File: config.mk
export PLATFORM = sky130hd
export DESIGN_NAME = buck_regulator_config_regs
export DESIGN_NICKNAME = d
export VERILOG_FILES = /design/src/buck_regs_pkg.sv /design/src/reg_access_if.sv /design/src/buck_regulator_config_regs.sv /design/src/reg_bus_slave.sv
export VERILOG_INCLUDE_DIRS = /design/src
export SDC_FILE = /design/constraint.sdc
export NUM_CORES = 1
export LEC_CHECK = 0
export CAP_MARGIN = 20
export CORE_UTILIZATION = 35
export DETAILED_ROUTE_END_ITERATION = 12
export DONT_BUFFER_PORTS = 1
export GPL_TIMING_DRIVEN = 0
export PLACE_DENSITY = 0.57
export SLEW_MARGIN = 40
export SYNTH_ARGS = -nofsm -noshare
export SYNTH_HDL_FRONTEND = slang
export SYNTH_SLANG_ARGS = --single-unit
File: constraint.sdc
create_clock -name clk_i -period 1.96 [get_ports clk_i]
set_input_delay 0.588 -clock clk_i [delete_from_list [all_inputs] [get_ports clk_i]]
set_output_delay 0.588 -clock clk_i [all_outputs]
set_load 0.03 [all_outputs]
File: src/buck_regs_consts.svh
// constants for the buck converter register slice
`ifndef BUCK_REGS_CONSTS_SVH
`define BUCK_REGS_CONSTS_SVH

// ----------------------------------------------------------------
// register indices (byte address is four times the index)
// ----------------------------------------------------------------
`define IDX_W 6
`define IDX_SCRATCH 6'h1F
`define IDX_NORMAL_VOLT 6'h20
`define IDX_STANDBY_VOLT 6'h21
`define IDX_SLEEP_VOLT 6'h22
`define IDX_MODE_SELECT 6'h23
`define IDX_STATUS 6'h30

// ----------------------------------------------------------------
// bus address fields
// ----------------------------------------------------------------
`define ADR_W 8
`define ADR_IDX_MSB 7
`define ADR_IDX_LSB 2

// ----------------------------------------------------------------
// field layouts
// ----------------------------------------------------------------
`define BYTE_W 8
`define VOLT_W 5
`define SWMODE_W 4
`define TARGET_BIT 5
`define STAT_SETPOINT_LSB 0
`define STAT_STATE_LSB 5
`define STAT_STATE_W 2
`define STAT_ENABLE_BIT 7

// ----------------------------------------------------------------
// reset values and zero fill for reads and the idle bus
// ----------------------------------------------------------------
`define SCRATCH_CLEAR 8'h00
`define TARGET_RESET 1'h0
`define READ_ZERO 8'h00
`define BUS_ZERO 32'h0000_0000

`endif

File: src/buck_regs_pkg.sv
// types shared by the buck converter register slice
package buck_regs_pkg;
`include "buck_regs_consts.svh"

  // power state as seen by the first buck converter, gray coded
  typedef enum logic [1:0] {
    PS_NORMAL = 2'h0,
    PS_STANDBY = 2'h1,
    PS_SLEEP = 2'h3,
    PS_OFF = 2'h2
  } power_state_t;

  typedef struct packed {
    logic ack;
    logic [31:0] dat;
  } bus_state_t;

  typedef struct packed {
    logic por_meta;
    logic por_sync;
    logic [`BYTE_W-1:0] scratch;
    logic [`VOLT_W-1:0] normal_volt;
    logic [`VOLT_W-1:0] standby_volt;
    logic [`VOLT_W-1:0] sleep_volt;
    logic [`SWMODE_W-1:0] sw_mode;
    logic turnoff_target;
    power_state_t pstate;
    logic [`VOLT_W-1:0] setpoint;
    logic [`SWMODE_W-1:0] mode_out;
    logic enable;
  } regs_state_t;
endpackage

File: src/reg_access_if.sv
// decoded register access between bus slave and register file
`timescale 1ns/1ns
interface reg_access_if;
  logic wr;
  logic [5:0] idx;
  logic [7:0] wdata;
  logic [7:0] rdata;

  modport bus (
    output wr,
    output idx,
    output wdata,
    input rdata
  );

  modport regs (
    input wr,
    input idx,
    input wdata,
    output rdata
  );
endinterface

File: src/buck_regulator_config_regs.sv
// register slice: backup scratch byte and first buck converter control
//
// The Wishbone interface to the registers is this design's own decision.
`timescale 1ns/1ns
`include "buck_regs_consts.svh"
module buck_regulator_config_regs
  import buck_regs_pkg::*;
(
  input wire logic clk_i,
  input wire logic rst_i,
  input wire logic backup_cell_por_n_i,
  input wire logic wb_cyc_i,
  input wire logic wb_stb_i,
  input wire logic wb_we_i,
  input wire logic [`ADR_W-1:0] wb_adr_i,
  input wire logic [3:0] wb_sel_i,
  input wire logic [31:0] wb_dat_i,
  output logic wb_ack_o,
  output logic [31:0] wb_dat_o,
  input wire logic [`VOLT_W-1:0] otp_normal_volt_i,
  input wire logic [`VOLT_W-1:0] otp_standby_volt_i,
  input wire logic [`VOLT_W-1:0] otp_sleep_volt_i,
  input wire logic [`SWMODE_W-1:0] otp_sw_mode_i,
  input wire logic standby_i,
  input wire logic sleep_i,
  input wire logic turnoff_i,
  output logic [`VOLT_W-1:0] buck1_setpoint_o,
  output logic [`SWMODE_W-1:0] buck1_mode_o,
  output logic buck1_enable_o,
  output logic [1:0] buck1_state_o
);
  regs_state_t st;
  regs_state_t next_st;
  reg_access_if acc ();

  // ----------------------------------------------------------------
  // read decode
  // ----------------------------------------------------------------
  function automatic logic [`BYTE_W-1:0] read_reg(
    input logic [`IDX_W-1:0] idx,
    input regs_state_t s
  );
    logic [`BYTE_W-1:0] r;
    r = `READ_ZERO;
    case (idx)
      `IDX_SCRATCH: r = s.scratch;
      `IDX_NORMAL_VOLT: r[`VOLT_W-1:0] = s.normal_volt;
      `IDX_STANDBY_VOLT: r[`VOLT_W-1:0] = s.standby_volt;
      `IDX_SLEEP_VOLT: r[`VOLT_W-1:0] = s.sleep_volt;
      `IDX_MODE_SELECT: begin
        r[`SWMODE_W-1:0] = s.sw_mode;
        r[`TARGET_BIT] = s.turnoff_target;
      end
      `IDX_STATUS: begin
        r[`STAT_SETPOINT_LSB +: `VOLT_W] = s.setpoint;
        r[`STAT_STATE_LSB +: `STAT_STATE_W] = s.pstate;
        r[`STAT_ENABLE_BIT] = s.enable;
      end
      default: r = `READ_ZERO;
    endcase
    return r;
  endfunction

  assign acc.rdata = read_reg(acc.idx, st);

  // ----------------------------------------------------------------
  // bus slave
  // ----------------------------------------------------------------
  reg_bus_slave u_bus (
    .clk_i(clk_i),
    .rst_i(rst_i),
    .wb_cyc_i(wb_cyc_i),
    .wb_stb_i(wb_stb_i),
    .wb_we_i(wb_we_i),
    .wb_adr_i(wb_adr_i),
    .wb_sel_i(wb_sel_i),
    .wb_dat_i(wb_dat_i),
    .wb_ack_o(wb_ack_o),
    .wb_dat_o(wb_dat_o),
    .acc(acc.bus)
  );

  // ----------------------------------------------------------------
  // next state
  // ----------------------------------------------------------------
  always_comb begin
    next_st = st;
    next_st.por_meta = backup_cell_por_n_i;
    next_st.por_sync = st.por_meta;

    // register writes, no lock or mode gating
    if (acc.wr) begin
      unique case (acc.idx)
        `IDX_SCRATCH: next_st.scratch = acc.wdata;
        `IDX_NORMAL_VOLT: next_st.normal_volt = acc.wdata[`VOLT_W-1:0];
        `IDX_STANDBY_VOLT: next_st.standby_volt = acc.wdata[`VOLT_W-1:0];
        `IDX_SLEEP_VOLT: next_st.sleep_volt = acc.wdata[`VOLT_W-1:0];
        `IDX_MODE_SELECT: begin
          next_st.sw_mode = acc.wdata[`SWMODE_W-1:0];
          next_st.turnoff_target = acc.wdata[`TARGET_BIT];
        end
        default: next_st.scratch = st.scratch;
      endcase
    end

    // power state tracking
    if (turnoff_i) begin
      next_st.pstate = st.turnoff_target ? PS_SLEEP : PS_OFF;
    end else if (sleep_i) begin
      next_st.pstate = PS_SLEEP;
    end else if (standby_i) begin
      next_st.pstate = PS_STANDBY;
    end else begin
      next_st.pstate = PS_NORMAL;
    end

    // converter drive
    next_st.mode_out = st.sw_mode;
    unique case (st.pstate)
      PS_NORMAL: begin
        next_st.setpoint = st.normal_volt;
        next_st.enable = 1'b1;
      end
      PS_STANDBY: begin
        next_st.setpoint = st.standby_volt;
        next_st.enable = 1'b1;
      end
      PS_SLEEP: begin
        next_st.setpoint = st.sleep_volt;
        next_st.enable = 1'b1;
      end
      PS_OFF: begin
        next_st.setpoint = st.sleep_volt;
        next_st.enable = 1'b0;
      end
    endcase

    // main reset reloads otp fields and leaves scratch alone
    if (rst_i) begin
      next_st.normal_volt = otp_normal_volt_i;
      next_st.standby_volt = otp_standby_volt_i;
      next_st.sleep_volt = otp_sleep_volt_i;
      next_st.sw_mode = otp_sw_mode_i;
      next_st.turnoff_target = `TARGET_RESET;
      next_st.pstate = PS_NORMAL;
      next_st.setpoint = otp_normal_volt_i;
      next_st.mode_out = otp_sw_mode_i;
      next_st.enable = 1'b0;
      next_st.scratch = st.scratch;
    end

    // coin cell reset wins over writes
    if (!st.por_sync) begin
      next_st.scratch = `SCRATCH_CLEAR;
    end
  end

  always_ff @(posedge clk_i) begin
    st <= next_st;
  end

  // ----------------------------------------------------------------
  // outputs
  // ----------------------------------------------------------------
  assign buck1_setpoint_o = st.setpoint;
  assign buck1_mode_o = st.mode_out;
  assign buck1_enable_o = st.enable;
  assign buck1_state_o = st.pstate;
endmodule

File: src/reg_bus_slave.sv
// classic wishbone slave for the buck register slice
`timescale 1ns/1ns
`include "buck_regs_consts.svh"
module reg_bus_slave
  import buck_regs_pkg::*;
(
  input wire logic clk_i,
  input wire logic rst_i,
  input wire logic wb_cyc_i,
  input wire logic wb_stb_i,
  input wire logic wb_we_i,
  input wire logic [`ADR_W-1:0] wb_adr_i,
  input wire logic [3:0] wb_sel_i,
  input wire logic [31:0] wb_dat_i,
  output logic wb_ack_o,
  output logic [31:0] wb_dat_o,
  reg_access_if.bus acc
);
  bus_state_t st;
  bus_state_t next_st;
  logic req;

  // ----------------------------------------------------------------
  // request decode
  // ----------------------------------------------------------------
  assign req = wb_cyc_i & wb_stb_i & ~st.ack;
  assign acc.wr = req & wb_we_i & wb_sel_i[0];
  assign acc.idx = wb_adr_i[`ADR_IDX_MSB:`ADR_IDX_LSB];
  assign acc.wdata = wb_dat_i[`BYTE_W-1:0];

  // ----------------------------------------------------------------
  // one-cycle registered answer
  // ----------------------------------------------------------------
  always_comb begin
    next_st = st;
    next_st.ack = req;
    next_st.dat = req ? {24'h00_0000, acc.rdata} : `BUS_ZERO;
    if (rst_i) begin
      next_st = '0;
    end
  end

  always_ff @(posedge clk_i) begin
    st <= next_st;
  end

  assign wb_ack_o = st.ack;
  assign wb_dat_o = st.dat;
endmodule

* Yosys cells after proc, flatten, opt, wreduce, memory -nomap -nowiden
Index checks and enable logic that the tools add are counted.
Word-level totals: word-level logic and storage cells 62, register bits after elaboration 75
Operators by class: reduce and logical (&&, ||, !) cells 15, bitwise gates (word level) 7, mux-type cells 16, equality and inequality tests 9
Operators by type and width (count):
- $mux 32 | 1
- $eq 6x6->1 const B | 5
- $pmux 4 s6 | 1
- $mux 20 | 1
- $mux 5 | 4
- $pmux 5 s3 | 1
- $reduce_and 2->1 | 5
- $reduce_bool 2->1 | 5
- $eq 6x5->1 const B | 1
- $pmux 1 s5 | 1
- $and 1x1->1 | 4
- $eq 2x2->1 const B | 2
- $mux 2 | 2
- $pmux 2 s2 | 1
- $reduce_or 2->1 | 2
- $not 1->1 | 3
- $pmux 1 s3 | 1
- $reduce_and 3->1 | 1
- $reduce_or 3->1 | 1
- $eq 2x1->1 const B | 1
- $logic_not 2->1 | 1
- $mux 1 | 2
- $pmux 1 s2 | 1

* Longest topological paths before layout
depth after elaboration 6, depth in mapped cells 6, mapped depth without buffers 6

* Hierarchy
A second synthesis with hierarchy kept.
Unflattened totals: cell total of the unflattened synthesis 260, area, all modules 2680.1 um^2
Modules (own cells, without submodules):
- buck_regulator_config_regs | area an instance 2133.3 um^2, instances 1, cells each 200, seq. area each 1031.0 um^2
- reg_bus_slave | area an instance 546.8 um^2, instances 1, cells each 60, seq. area each 180.2 um^2

* Worst setup path after synthesis
OpenSTA, ideal clock, no wires.
path kind input port to flip-flop, start input port wb_adr_i[2], end register st[27] (netlist bit) (enable), stages on the path 5, path buffers 1, arrival 1.594 ns, library setup time 0.349 ns, data required time 1.611 ns, path slack 0.018 ns, cells stage by stage buf_4 > nor4_2 > and2_1 > nand2_1 > o21bai_1
On the way: word-level cells in the longest chain between the ends 3
RTL lines:
- from (decl) | RTL line buck_regulator_config_regs.sv:15 | input wire logic [`ADR_W-1:0] wb_adr_i,
- $eq 6x6->1 | RTL line buck_regulator_config_regs.sv:93 | unique case (acc.idx)
- $reduce_bool 2->1 (no line)
- $reduce_and 2->1 (no line)
- to (signal assigned) | RTL line buck_regulator_config_regs.sv:159 | st <= next_st;
- to (decl) | RTL line buck_regulator_config_regs.sv:32 | regs_state_t st;
Every way passes these cells. A chain may end at the register's enable or synchronous reset.

* Final worst setup path
start input port wb_adr_i[2], end register st[30] (netlist bit) (enable)
Same word-level chain as after synthesis.

==> flow_summary.json <==
{
  "status": "finished, final reports clean",
  "layout.nets": 368,
  "power_density_nw_per_um2": 758,
  "dr_total_vias": 1816,
  "ys_ff_latch": 51,
  "syn_area_um2": 2540,
  "synth_top_family_by_area": "simple AND/OR/NAND/NOR gates",
  "n_fill_cell": 726,
  "clock_sinks": 51,
  "totalWireLength_mm": 6.03,
  "wire_per_inst_um": 15.3,
  "fin_crit_sh_pct": 91.7,
  "max_freq_mhz": 557,
  "drive_above_1_share_pct": 19.5,
  "skew_ps": 14.8,
  "htree_num_levels": 2,
  "routed-wl-met2_mm": 2.98,
  "seq_area_frac_synth_pct": 47.8,
  "grtUsageTotal_pct": 16.6,
  "area_delta_synth_final_pct": 11.7,
  "clkTransAtPathRegs_ps": 90,
  "tightest_slew_ps": 551,
  "numPortBuffers": 0,
  "top_layer_used": "met4",
  "die-area_um2": 7590,
  "setup_slack_ps": 163,
  "yosys.cell_types.count": 40,
  "drtIter0Drc": 78,
  "cts_buffer_depth": 2,
  "multi_input_area_um2": 1050,
  "worstSetupStartpointType": "input pin",
  "wl_met3_um": 415,
  "gp_congestion": 0.764,
  "power.static_leakage_nw": 1.23,
  "yosys_warnings": 0,
  "grt_pass1_wl_mm": 9.25,
  "synth_mux_area_share_pct": 9.27,
  "pin_count": 117,
  "fin_crit_ps": 1800,
  "synth_compound_area_share_pct": 9.52,
  "layout_commonest_cell": "nand2_1",
  "place_hpwl_mm": 4.71,
  "drc_errors": 0,
  "grt_pass1_vias": 1869,
  "crit_fanout": 10,
  "cts_tree": "built",
  "clk-insertion-delay-late_ps": 310,
  "crit_type": "in -> reg",
  "hold_buffers": 0,
  "dr.pass1.iters": 4,
  "start_util_pct": 36.7,
  "report.final.slew_viol_count": 0,
  "peakVddDrop_mv": 0.346,
  "viasPerCell": 4.62,
  "worstPathArrival_ps": 1760,
  "die_y_um": 87.1,
  "mostFrequentLayoutCells": "nand2_1 (60), buf_4 (38), dfxtp_1 (32), conb_1 (24)",
  "root_buffer": "clkbuf_8",
  "gr-total-overflow": 0,
  "core_um2": 6910,
  "regArea_um2": 1210,
  "numCtsBuffers": 5,
  "cp-end-kind": "flop",
  "rsz0062_at_grt": "no",
  "synth.avg_cell_area_um2": 9.53,
  "synthAdderAreaFrac_pct": 0,
  "synthSimpleGateAreaFrac_pct": 19.0,
  "drv_cap": 0,
  "drt-met1-wl_mm": 2.52,
  "synth_xor_area_share_pct": 0,
  "setup_violations": 0,
  "hold_viol": 0,
  "hold-worst-slack_ps": 304,
  "grt_antenna_before_repair": 0,
  "hold_class": "in -> reg",
  "ant_nets": 0,
  "grt_max_degree": 17,
  "die_x_um": 87.1,
  "cp.required_ps": 1920,
  "relSlewSlack_pct": 63.3,
  "n_antenna_cell": 0,
  "synthCells": 266,
  "place_ws_ps": -343,
  "rows": 30
}
-- layer usage --
| layer | vias up | global-route usage [%] |
|---|---|---|
| met5 | - | 0 |
| li1 | 905 | - |
| met3 | 10 | 4.74 |
| met1 | 839 | 19.4 |
| met4 | 0 | 5.81 |
| met2 | 62 | 29.2 |
-- cell families (layout without fill, tap and decap cells) --
kind of cell	after synthesis	after routing
multiplexers	23	23
flip-flops	51	51
buffers and inverters	54	62
AND/OR/NAND/NOR	99	99
AO/OA/AOI/OAI	38	38
other	1	24
-- state kept, by name, indices dropped and copies added, names as in the netlist --
signal	count
buck1_enable_o	1
buck1_mode_o	4
buck1_setpoint_o	5
buck1_state_o	2
next_st	1
st	29
u_bus.wb_ack_o	1
u_bus.wb_dat_o	8
-- final timing paths --
check | start | endpoint | slack (ps) | cells past startpoint
setup / recovery | wb_adr_i[2] | st[30] | 160 | 5
setup reg to reg | u_bus.wb_ack_o | u_bus.wb_dat_o[1] | 360 | 6
hold reg to reg | next_st[40] | st[40] | 330 | 0
hold / removal | backup_cell_por_n_i | next_st[40] | 300 | 0
-- worst max-delay path, cell delays in order --
cell	delay [ps]
buf_4	160
nor4_2	300
and2_1	280
nand2_1	100
o21bai_2	330
-- synthesized netlist by cell type (all sizes together) --
cell type | count | area (um2)
o21ai | 14 | 70.1
a21oi | 8 | 40.0
a22oi | 4 | 30.0
mux2i | 19 | 190
conb | 1 | 3.75
o32ai | 1 | 8.76
a32oi | 3 | 26.3
nand2b | 2 | 12.5
a21o | 1 | 7.51
nand3b | 1 | 7.51
nor3 | 5 | 35.0
nand3 | 3 | 25.0
a31oi | 1 | 6.26
a41o | 1 | 10.0
nand2 | 60 | 225
nor4 | 1 | 12.5
dfxtp | 32 | 641
and2 | 3 | 21.3
edfxtp | 19 | 571
nor2 | 17 | 63.8
clkbuf | 8 | 30.0
o21bai | 1 | 7.51
nor4b | 1 | 23.8
inv | 7 | 26.3
mux2 | 4 | 45.0
or2 | 1 | 6.26
a211o | 3 | 26.3
nand4 | 3 | 25.0
nor3b | 1 | 18.8
a31o | 1 | 8.76
nor2b | 1 | 6.26
buf | 39 | 305
-- where the power goes --
group,internal (mW),leakage (nW),switching (mW)
clock network,0.253,0.0452,0.355
logic,0.122,0.741,0.218
registers,1.16,0.446,0.0369
-- layout make-up --
| cell class | instances | area share, % |
|---|---|---|
| clock inverter | 2 | 0.486 |
| clock buffer | 6 | 2.56 |
| tap | 96 | 4.24 |
| inverter | 7 | 0.928 |
| sequential | 51 | 42.8 |
| buffer | 47 | 11.8 |
| multi-input combinational | 184 | 37.2 |
-- what timing repair did --
action                                  in CTS  in global routing
buffers inserted                             0                  0
gates resized for setup                      1                  0
endpoints found under the setup margin       5                  0
-- metrics by stage --
stage | util (%) | setup TNS (ps) | std cells | power, mW | area (um2)
final | 41.0 | 0 | 393 | 2.15 | 2830
after global routing | 41.0 | 0 | 393 | 2.25 | 2830
after CTS | 41.0 | 0 | 393 | 2.17 | 2830
after detailed placement | 39.7 | -2060 | 385 | 1.56 | 2740
after global placement | 39.7 | -1890 | 385 | 1.56 | 2740
after floorplan | - | 0 | 289 | 1.51 | 2620
No activity file was read; power rests on OpenSTA's default activity.
